===== config.mk =====
export PLATFORM = sky130hd
export DESIGN_NAME = clock_generator_lock_power
export DESIGN_NICKNAME = d
export VERILOG_FILES = /design/src/rtl/clkgen_pkg.sv /design/src/rtl/clock_generator_lock_power.sv
export SDC_FILE = /design/constraint.sdc
export NUM_CORES = 1
export LEC_CHECK = 0
export BUFFER_PORTS_ARGS = -buffer_cell sky130_fd_sc_hd__buf_4
export CAP_MARGIN = 20
export CORE_UTILIZATION = 45
export CTS_CLUSTER_DIAMETER = 50
export DETAILED_ROUTE_END_ITERATION = 7
export GPL_TIMING_DRIVEN = 0
export SYNTH_ARGS = -nofsm -noshare
export SYNTH_HDL_FRONTEND = slang
export SYNTH_SLANG_ARGS = --single-unit

===== constraint.sdc =====
create_clock -name clk_i -period 6.9 [get_ports clk_i]
set_input_delay 0.69 -clock clk_i [delete_from_list [all_inputs] [get_ports clk_i]]
set_output_delay 0.69 -clock clk_i [all_outputs]
set_load 0.05 [all_outputs]

===== src/rtl/clkgen_pkg.sv =====
package clkgen_pkg;

  // Register port geometry
  localparam int unsigned ADDR_W = 16;
  localparam int unsigned DATA_W = 16;

  // Register offsets
  localparam logic [15:0] OFS_REF_SELECT   = 16'hF026;
  localparam logic [15:0] OFS_LOCK_STATUS  = 16'hF027;
  localparam logic [15:0] OFS_POWER_ENABLE = 16'hF050;
  localparam logic [15:0] OFS_IRQ_STATUS   = 16'hF0F0;
  localparam logic [15:0] OFS_IRQ_MASK     = 16'hF0F1;

  // Field positions
  localparam int unsigned REF_SEL_LSB      = 0;
  localparam int unsigned REF_SEL_W        = 4;
  localparam int unsigned LOCK_BIT         = 0;
  localparam int unsigned PWR_GEN1_BIT     = 10;
  localparam int unsigned PWR_GEN2_BIT     = 11;
  localparam int unsigned PWR_GEN3_BIT     = 12;
  localparam int unsigned PWR_PERIPH_W     = 10;
  localparam int unsigned IRQ_GAINED_BIT   = 0;
  localparam int unsigned IRQ_LOST_BIT     = 1;
  localparam int unsigned IRQ_W            = 2;

  // Writable bits; everything else reads zero
  localparam logic [15:0] POWER_WRITE_MASK = 16'h1FFF;

  // Reset values
  localparam logic [15:0] REF_SELECT_RST   = 16'h0000;
  localparam logic [15:0] LOCK_STATUS_RST  = 16'h0000;
  localparam logic [15:0] POWER_ENABLE_RST = 16'h0000;
  localparam logic [1:0]  IRQ_MASK_RST     = 2'h0;

  // Reference select codes
  localparam logic [3:0] REF_CODE_FRAME_IN0 = 4'hA;
  localparam logic [3:0] REF_CODE_FRAME_IN2 = 4'hC;
  localparam logic [3:0] REF_CODE_FRAME_IN3 = 4'hD;
  localparam logic [3:0] REF_CODE_SPDIF     = 4'hE;

  // Timing
  localparam int unsigned CLK_FREQ_HZ     = 50_000_000;
  localparam int unsigned REF_TIMEOUT_US  = 1000;
  localparam int unsigned REF_TIMEOUT_CYC = (CLK_FREQ_HZ / 1_000_000) * REF_TIMEOUT_US;
  localparam int unsigned LOCK_PERIODS    = 4;
  localparam int unsigned PERIOD_TOL_CYC  = 2;
  localparam int unsigned BIT_HALF_CYC    = 8;
  localparam int unsigned BITS_HALF_FRAME = 32;

  // Lock tracker states
  typedef enum logic [2:0] {
    LK_OFF     = 3'b001,
    LK_ACQUIRE = 3'b010,
    LK_LOCKED  = 3'b100
  } lock_state_t;

  // Register port request
  typedef struct packed {
    logic [15:0] addr;
    logic [15:0] wdata;
    logic        wr;
    logic        rd;
  } reg_req_t;

  // Clock pair of one generator
  typedef struct packed {
    logic frame;
    logic bitclk;
  } gen_clk_t;

endpackage


===== src/rtl/clock_generator_lock_power.sv =====
// Design decision made here: strobed register access.
`timescale 1ns/100ps
// Overview of operation
// - Code 1010 selects frame clock input 0
// - Code 1100 selects frame clock input 2
// - Frame clock input 3 selectable, code 1101
// - Code 1110 selects recovered receiver frame clock
// - Lock status bit 0 reports generator 3 lock
// - Power register zero at reset, all disabled
// - Bit 12 powers the precision generator
// - Blocks on generator 3 halt while disabled
// - Bit 11 powers the second generator
// - Generator 2 clock pins drive low when off
// - Blocks on generator 2 halt while disabled
// - Bit 10 gates generator 1, pins low
module clock_generator_lock_power #(
  parameter int unsigned TIMEOUT_CYC = clkgen_pkg::REF_TIMEOUT_CYC,
  parameter int unsigned LOCK_PERIODS = clkgen_pkg::LOCK_PERIODS,
  parameter int unsigned TOL_CYC      = clkgen_pkg::PERIOD_TOL_CYC,
  parameter int unsigned BIT_HALF     = clkgen_pkg::BIT_HALF_CYC,
  parameter int unsigned HALF_FRAME   = clkgen_pkg::BITS_HALF_FRAME
) (
  input  wire logic                 clk_i,
  input  wire logic                 rst_b_i,
  input  wire clkgen_pkg::reg_req_t reg_req_i,
  output logic [15:0]               reg_rdata_o,
  input  wire logic [3:0]           frame_clock_input_n_i,
  input  wire logic                 spdif_frame_clock_i,
  input  wire logic                 lower_ref_i,
  output clkgen_pkg::gen_clk_t      gen_clk_o [3],
  output logic [2:0]                gen_run_o,
  output logic [9:0]                periph_power_on_o,
  output logic                      precision_generator_locked_o,
  output logic                      irq_o
);

  localparam int unsigned CNT_W   = $clog2(TIMEOUT_CYC + 2);
  localparam int unsigned MATCH_W = $clog2(LOCK_PERIODS + 1);
  localparam int unsigned BIT_W   = $clog2(BIT_HALF + 1);
  localparam int unsigned HF_W    = $clog2(HALF_FRAME + 1);

  // Refuse settings the counters cannot serve
  if (TIMEOUT_CYC < 4 || LOCK_PERIODS < 1 || BIT_HALF < 1 || HALF_FRAME < 1) begin : g_chk
    $error("clock_generator_lock_power: parameter out of range");
  end

  // Tolerance must stay below the timeout or a dead reference could match
  if (TOL_CYC >= TIMEOUT_CYC) begin : g_chk_tol
    $error("clock_generator_lock_power: tolerance not below timeout");
  end

  // Software-visible registers
  logic [3:0]                    ref_sel_r;
  logic [15:0]                   power_r;
  logic [clkgen_pkg::IRQ_W-1:0]  irq_stat_r;
  logic [clkgen_pkg::IRQ_W-1:0]  irq_mask_r;

  // Lock tracker and period measurement
  clkgen_pkg::lock_state_t       lock_st_r;
  clkgen_pkg::lock_state_t       lock_st_nxt;
  logic [CNT_W-1:0]              period_cnt_r;
  logic [CNT_W-1:0]              last_period_r;
  logic [MATCH_W-1:0]            match_cnt_r;
  logic                          have_edge_r;
  logic                          ref_prev_r;

  // Combinational helpers
  logic                          ref_level;
  logic                          ref_rise;
  logic                          timeout;
  logic                          period_ok;
  logic                          gen3_on;
  logic                          sel_wr;
  logic                          gen3_off_wr;
  logic                          ev_gained;
  logic                          ev_lost;
  logic [CNT_W-1:0]              period_diff;

  // Decoded enables and register strobes
  assign gen3_on = power_r[clkgen_pkg::PWR_GEN3_BIT];
  assign sel_wr  = reg_req_i.wr && (reg_req_i.addr == clkgen_pkg::OFS_REF_SELECT);

  // Power write clearing bit 12; lock drops at the same edge as the bit
  assign gen3_off_wr = reg_req_i.wr && (reg_req_i.addr == clkgen_pkg::OFS_POWER_ENABLE) &&
                       !reg_req_i.wdata[clkgen_pkg::PWR_GEN3_BIT];

  // Reference source mux; codes outside this set come from the lower selector
  always_comb begin
    unique case (ref_sel_r)
      clkgen_pkg::REF_CODE_FRAME_IN0: ref_level = frame_clock_input_n_i[0];
      clkgen_pkg::REF_CODE_FRAME_IN2: ref_level = frame_clock_input_n_i[2];
      clkgen_pkg::REF_CODE_FRAME_IN3: ref_level = frame_clock_input_n_i[3];
      clkgen_pkg::REF_CODE_SPDIF:     ref_level = spdif_frame_clock_i;
      default:                        ref_level = lower_ref_i;
    endcase
  end

  // Rising edge of the reference and period comparison
  assign ref_rise = ref_level && !ref_prev_r;
  assign timeout  = (period_cnt_r >= CNT_W'(TIMEOUT_CYC));
  assign period_diff = (period_cnt_r > last_period_r) ? (period_cnt_r - last_period_r)
                                                      : (last_period_r - period_cnt_r);
  assign period_ok = have_edge_r && (period_diff <= CNT_W'(TOL_CYC));

  // Edge history of the chosen reference
  always_ff @(posedge clk_i or negedge rst_b_i) begin
    if (!rst_b_i) begin
      ref_prev_r <= 1'b0;
    end else begin
      ref_prev_r <= ref_level;
    end
  end

  // Period measurement; clears at the timeout so a dead reference cannot wrap to a match
  always_ff @(posedge clk_i or negedge rst_b_i) begin
    if (!rst_b_i) begin
      period_cnt_r  <= '0;
      last_period_r <= '0;
      have_edge_r   <= 1'b0;
      match_cnt_r   <= '0;
    end else if (!gen3_on || sel_wr || timeout) begin
      // Any of these invalidates past periods, so acquisition starts over
      period_cnt_r  <= '0;
      last_period_r <= '0;
      have_edge_r   <= 1'b0;
      match_cnt_r   <= '0;
    end else if (ref_rise) begin
      period_cnt_r  <= '0;
      last_period_r <= period_cnt_r;
      have_edge_r   <= 1'b1;
      if (!period_ok) begin
        match_cnt_r <= '0;
      end else if (match_cnt_r != MATCH_W'(LOCK_PERIODS)) begin
        match_cnt_r <= match_cnt_r + MATCH_W'(1);
      end
    end else begin
      period_cnt_r  <= period_cnt_r + CNT_W'(1);
    end
  end

  // Lock tracker next state
  always_comb begin
    lock_st_nxt = lock_st_r;
    unique case (lock_st_r)
      clkgen_pkg::LK_OFF: begin
        if (gen3_on) begin
          lock_st_nxt = clkgen_pkg::LK_ACQUIRE;
        end
      end
      clkgen_pkg::LK_ACQUIRE: begin
        if (!gen3_on || gen3_off_wr) begin
          lock_st_nxt = clkgen_pkg::LK_OFF;
        end else if (!sel_wr && !timeout && ref_rise && period_ok &&
                     match_cnt_r == MATCH_W'(LOCK_PERIODS - 1)) begin
          lock_st_nxt = clkgen_pkg::LK_LOCKED;
        end
      end
      clkgen_pkg::LK_LOCKED: begin
        if (!gen3_on || gen3_off_wr) begin
          lock_st_nxt = clkgen_pkg::LK_OFF;
        end else if (sel_wr || timeout || (ref_rise && !period_ok)) begin
          lock_st_nxt = clkgen_pkg::LK_ACQUIRE;
        end
      end
      default: lock_st_nxt = clkgen_pkg::LK_OFF;
    endcase
  end

  // Lock events for the sticky status bits
  assign ev_gained = (lock_st_nxt == clkgen_pkg::LK_LOCKED) &&
                     (lock_st_r != clkgen_pkg::LK_LOCKED);
  assign ev_lost   = (lock_st_nxt != clkgen_pkg::LK_LOCKED) &&
                     (lock_st_r == clkgen_pkg::LK_LOCKED);

  // Lock tracker state and its status flop
  always_ff @(posedge clk_i or negedge rst_b_i) begin
    if (!rst_b_i) begin
      lock_st_r                    <= clkgen_pkg::LK_OFF;
      precision_generator_locked_o <= clkgen_pkg::LOCK_STATUS_RST[clkgen_pkg::LOCK_BIT];
    end else begin
      lock_st_r                    <= lock_st_nxt;
      precision_generator_locked_o <= (lock_st_nxt == clkgen_pkg::LK_LOCKED);
    end
  end

  // Software writes to configuration registers
  always_ff @(posedge clk_i or negedge rst_b_i) begin
    if (!rst_b_i) begin
      ref_sel_r  <= clkgen_pkg::REF_SELECT_RST[clkgen_pkg::REF_SEL_LSB +: clkgen_pkg::REF_SEL_W];
      power_r    <= clkgen_pkg::POWER_ENABLE_RST;
      irq_mask_r <= clkgen_pkg::IRQ_MASK_RST;
    end else if (reg_req_i.wr) begin
      unique case (reg_req_i.addr)
        clkgen_pkg::OFS_REF_SELECT: begin
          ref_sel_r <= reg_req_i.wdata[clkgen_pkg::REF_SEL_LSB +: clkgen_pkg::REF_SEL_W];
        end
        clkgen_pkg::OFS_POWER_ENABLE: begin
          power_r <= reg_req_i.wdata & clkgen_pkg::POWER_WRITE_MASK;
        end
        clkgen_pkg::OFS_IRQ_MASK: begin
          irq_mask_r <= reg_req_i.wdata[clkgen_pkg::IRQ_W-1:0];
        end
        default: ;
      endcase
    end
  end

  // Sticky events; a new event beats a write-one-to-clear in the same cycle
  always_ff @(posedge clk_i or negedge rst_b_i) begin
    if (!rst_b_i) begin
      irq_stat_r <= '0;
    end else begin
      irq_stat_r[clkgen_pkg::IRQ_GAINED_BIT] <= ev_gained ||
        (irq_stat_r[clkgen_pkg::IRQ_GAINED_BIT] &&
         !(reg_req_i.wr && reg_req_i.addr == clkgen_pkg::OFS_IRQ_STATUS &&
           reg_req_i.wdata[clkgen_pkg::IRQ_GAINED_BIT]));
      irq_stat_r[clkgen_pkg::IRQ_LOST_BIT] <= ev_lost ||
        (irq_stat_r[clkgen_pkg::IRQ_LOST_BIT] &&
         !(reg_req_i.wr && reg_req_i.addr == clkgen_pkg::OFS_IRQ_STATUS &&
           reg_req_i.wdata[clkgen_pkg::IRQ_LOST_BIT]));
    end
  end

  // Interrupt level follows the flops one cycle behind
  always_ff @(posedge clk_i or negedge rst_b_i) begin
    if (!rst_b_i) begin
      irq_o <= 1'b0;
    end else begin
      irq_o <= |(irq_stat_r & irq_mask_r);
    end
  end

  // Read data stand only in the cycle after the read strobe
  always_ff @(posedge clk_i or negedge rst_b_i) begin
    if (!rst_b_i) begin
      reg_rdata_o <= '0;
    end else if (reg_req_i.rd) begin
      unique case (reg_req_i.addr)
        clkgen_pkg::OFS_REF_SELECT:   reg_rdata_o <= {12'h000, ref_sel_r};
        clkgen_pkg::OFS_LOCK_STATUS: begin
          reg_rdata_o <= {15'h0000, precision_generator_locked_o};
        end
        clkgen_pkg::OFS_POWER_ENABLE: reg_rdata_o <= power_r;
        clkgen_pkg::OFS_IRQ_STATUS:   reg_rdata_o <= {14'h0000, irq_stat_r};
        clkgen_pkg::OFS_IRQ_MASK:     reg_rdata_o <= {14'h0000, irq_mask_r};
        default:                      reg_rdata_o <= '0;
      endcase
    end else begin
      reg_rdata_o <= '0;
    end
  end

  // Run enables for blocks clocked by each generator
  always_ff @(posedge clk_i or negedge rst_b_i) begin
    if (!rst_b_i) begin
      gen_run_o         <= '0;
      periph_power_on_o <= '0;
    end else begin
      gen_run_o[0]      <= power_r[clkgen_pkg::PWR_GEN1_BIT];
      gen_run_o[1]      <= power_r[clkgen_pkg::PWR_GEN2_BIT];
      gen_run_o[2]      <= gen3_on;
      periph_power_on_o <= power_r[clkgen_pkg::PWR_PERIPH_W-1:0];
    end
  end

  // Three generators; index 2 realigns its frame to the reference once locked
  for (genvar g = 0; g < 3; g++) begin : g_gen
    logic             en;
    logic             align;
    logic [BIT_W-1:0] bit_cnt_r;
    logic [HF_W-1:0]  hf_cnt_r;

    // Each generator follows its own power bit
    if (g == 0) begin : g_en1
      assign en = power_r[clkgen_pkg::PWR_GEN1_BIT];
    end else if (g == 1) begin : g_en2
      assign en = power_r[clkgen_pkg::PWR_GEN2_BIT];
    end else begin : g_en3
      assign en = gen3_on;
    end

    // Only the precision generator tracks its reference
    if (g == 2) begin : g_al
      assign align = ref_rise && (lock_st_r == clkgen_pkg::LK_LOCKED);
    end else begin : g_noal
      assign align = 1'b0;
    end

    // Disabled generator holds both clocks low, so assigned pins sit low
    always_ff @(posedge clk_i or negedge rst_b_i) begin
      if (!rst_b_i) begin
        bit_cnt_r    <= '0;
        hf_cnt_r     <= '0;
        gen_clk_o[g] <= '0;
      end else if (!en) begin
        bit_cnt_r    <= '0;
        hf_cnt_r     <= '0;
        gen_clk_o[g] <= '0;
      end else if (align) begin
        bit_cnt_r    <= '0;
        hf_cnt_r     <= '0;
        gen_clk_o[g] <= '{frame: 1'b1, bitclk: 1'b0};
      end else if (bit_cnt_r == BIT_W'(BIT_HALF - 1)) begin
        bit_cnt_r           <= '0;
        gen_clk_o[g].bitclk <= !gen_clk_o[g].bitclk;
        // Frame edges fall on bit clock falling edges
        if (gen_clk_o[g].bitclk) begin
          if (hf_cnt_r == HF_W'(HALF_FRAME - 1)) begin
            hf_cnt_r           <= '0;
            gen_clk_o[g].frame <= !gen_clk_o[g].frame;
          end else begin
            hf_cnt_r <= hf_cnt_r + HF_W'(1);
          end
        end
      end else begin
        bit_cnt_r <= bit_cnt_r + BIT_W'(1);
      end
    end
  end

endmodule


==> flow_summary.ini <==
[sta]
fmax_mhz = 249
count_of_endpoints_failing_hold_in_the_final_timing_report = 0
fin_setup_tns_ns = 0
tightestPinTransition_ns = 0.967
post-route-worst-setup-slack_ns = 2.89
rsz_0062_raised_after_global_routing = no
worst_hold_slack_ns = 0.236
setup_viol_count_final = 0
final_max_slew_viol_count = 0
clock_skew_ns = 0.0101
finalCritPeriodShare = 0.582
period_needed_ns = 4.01
timing.slew.headroom = 0.346

[setup_path]
worst_setup_path_start_kind = flop
worstPathRequired_ns = 7.23
cp_max_fo = 10
critical-path-top-delay-family = compound AO/OA/AOI/OAI gates
criticalPathCategory = reg -> reg
cp_num_buf_inv = 3
critical-path-max-stage-delay_ns = 0.57
critical_path.endpoint_type = flop
crit_path_frequent_cell = o21ai_0
critPathArrivalTime_ns = 4.34
critical_path.cell_chain = clkbuf_1 > inv_1 > ha_1 > buf_4 > a21oi_1 > nand2_1 > o21ai_0 > mux2_2 > nand4_1 > or4_1 > a2111o_1 > or3_4 > o21ai_0
critical-path-slowest-cell = a2111o_1

[global_route]
grt_pass1_vias = 5861
antenna_found_initial = 0
grt_first_pass_wirelength_mm = 28.4
grt_max_degree = 68
groute.usage.overall = 0.220
grt.overflow.total = 0

[finish]
drive_gt1_frac = 0.176
synthesis_to_layout_area_growth_pct = 20.3
num_antenna_cells = 0
layout_common_cells = dfrtp_1, nand2_1, buf_4, nor2_1, a21oi_1
most_frequent_standard_cell_in_the_layout_excluding_fill_and_tap_cells = dfrtp_1
fillCellCount = 1436
design.final.nets = 954
layout_cells_excl_fill = 1092

[synth]
synthesis.instances = 776
yosys.cell_types.count = 71
synthArstFlopShare = 1.00
synth-seq-cells = 125
syn_area_sq_um = 7200
post_synth.cell_area_avg_sq_um = 9.28
synth-main-ff-cell = dfrtp_1
synth_edf_count = 0
yosysSeqAreaShare = 0.435
synthesis.yosys.warnings = 0

[cts]
post-cts-setup-buffer-count = 0
cts_tree = done
clock-root-buffer = clkbuf_16
hold_fix_buffers_cts = 0
htree_levels = 4
cts-buffers-inserted = 17
cts_buffer_depth = 2
ctsResizeCount = 0
clock_insertion_delay_worst_skew_ns = 0.42
worst_setup_hold_path_clk_slew_ns = 0.06
clock-sinks = 125

[drt]
dr_vias_cell = 5.48
drtIter0Drc = 352
detail_route.wl_per_cell_um = 15.6
dr.pass1.iters = 5
post-route-drc-count = 0
detailroute.via_count = 5987
wl_mm = 17.1
antenna_violating_nets_post_route = 0

[power]
cellPowerDensity_nw_per_um2 = 200
total_leakage_power_uw = 0.00400
max-vdd-ir-drop_v = 0.000176

[floorplan]
floorplan_row_count = 45
total_core_area_sq_um = 15400
floorplan.die.height_um = 128
fp.dieArea_sq_um = 16500
die-width_um = 128
initial_cell_density_of_the_core = 0.467
ios = 79

[run]
maxCapViolCount = 0

[place]
preCtsSetupSlack_ns = 2.89
dpl.cell_count = 1060
gpl.final_weighted_congestion = 0.891
port_buffers = 70
half_perimeter_wire_length_after_detailed_placement_mm = 12.9

[run_status]
status = complete, no violations

[hold_path]
hp-class = in -> async
==> metal layers <==
| layer | part of all wire | wire length, um | vias up | GRT usage |
|---|---|---|---|---|
| met5 | 0 | 0 | - | 0 |
| met4 | 0.012 | 209 | 0 | 0.0747 |
| met3 | 0.049 | 835 | 20 | 0.0520 |
| met2 | 0.48 | 8230 | 166 | 0.361 |
| met1 | 0.46 | 7810 | 2895 | 0.286 |
| li1 | - | - | 2906 | - |
==> Yosys cell counts, types with 3 or more instances <==
library cell	number	area, sq um
ha_1	42	526
and2_1	14	87.6
a211o_1	4	35.0
o221ai_1	6	52.6
clkbuf_1	17	63.8
a21o_1	7	52.6
nand4_1	14	87.6
o21ai_0	31	155
o21a_1	4	30.0
o31ai_1	4	30.0
and3_1	15	93.8
nor3_1	17	85.1
xor2_1	19	166
a21oi_1	60	300
o211ai_1	3	22.5
nand3_1	37	185
a22oi_1	4	30.0
nor3b_1	4	30.0
xnor2_1	20	175
a31oi_1	3	18.8
mux2_2	25	282
nand2_1	94	353
nor2_1	64	240
nand2b_1	9	56.3
o22ai_1	4	25.0
inv_1	45	169
buf_2	7	35.0
dfrtp_1	124	3100
o2111ai_1	3	26.3
a21boi_0	5	37.5
buf_4	4	30.0
nor2b_1	9	56.3
mux2i_1	4	40.0
nor4_1	5	31.3
==> power by group <==
part | total, uW | internal, uW | switching (uW)
combinational | 48.1 | 18.5 | 29.6
clock | 952 | 593 | 359
sequential | 734 | 734 | 0.189
==> final cells by class <==
class	instances	area (sq um)	share of cell area
Multi-Input combinational cell	577	3760	0.434
Sequential cell	125	3130	0.361
Timing Repair Buffer	71	557	0.0643
Clock buffer	18	439	0.0507
Tap cell	211	264	0.0305
Clock inverter	14	195	0.0225
Inverter	45	169	0.0195
Buffer	31	148	0.0170
==> path summary, 6_finish.rpt <==
kind | slack (ns) | depth (start not counted) | start | end
worst max-delay path | 2.89 | 13 | period_cnt_r[6]$_DFF_PN0_ | precision_generator_locked_o$_DFF_PN0_
worst min register to register | 0.40 | 0 | power_r[7]$_DFFE_PN0P_ | periph_power_on_o[7]$_DFF_PN0_
worst min-delay path | 0.24 | 1 | rst_b_i | reg_rdata_o[6]$_DFF_PN0_
worst max register to register | 2.89 | 13 | period_cnt_r[6]$_DFF_PN0_ | precision_generator_locked_o$_DFF_PN0_
min in group clk_i | 0.40 | 0 | power_r[7]$_DFFE_PN0P_ | periph_power_on_o[7]$_DFF_PN0_
max in group asynchronous | 5.89 | 2 | rst_b_i | lock_st_r[0]$_DFF_PN1_
==> logic make-up (layout without fill, tap and decap cells) <==
logic type / count (synthesis) / after routing / share of synthesized area
fa+ha+maj: 44 / 44 / 0.0786
flops: 125 / 125 / 0.435
xor+xnor: 39 / 39 / 0.0474
mux: 29 / 29 / 0.0447
simple gates: 298 / 298 / 0.202
compound gates: 164 / 164 / 0.149
other cells: 1 / 3 / 0.000521
buf+inv: 76 / 179 / 0.0440
==> registers in the layout, summed over array words and instances, names as in the netlist, 4 cells and up <==
signal and cells:
power_r 13, last_period_r 16, g_gen.bit_cnt_r 12, periph_power_on_o 10, ref_sel_r 4, gen_clk_o 6
g_gen.hf_cnt_r 18, period_cnt_r 16, reg_rdata_o 13
==> through the flow <==
step	utilization	total power, uW	instance area, sq um
floorplan	-	759	7210
global placement	0.518	793	8000
detailed placement	0.520	796	8030
CTS	0.561	1750	8660
global route	0.561	1790	8660
finish	0.561	1730	8660
Power figures use the tool's default switching activity.
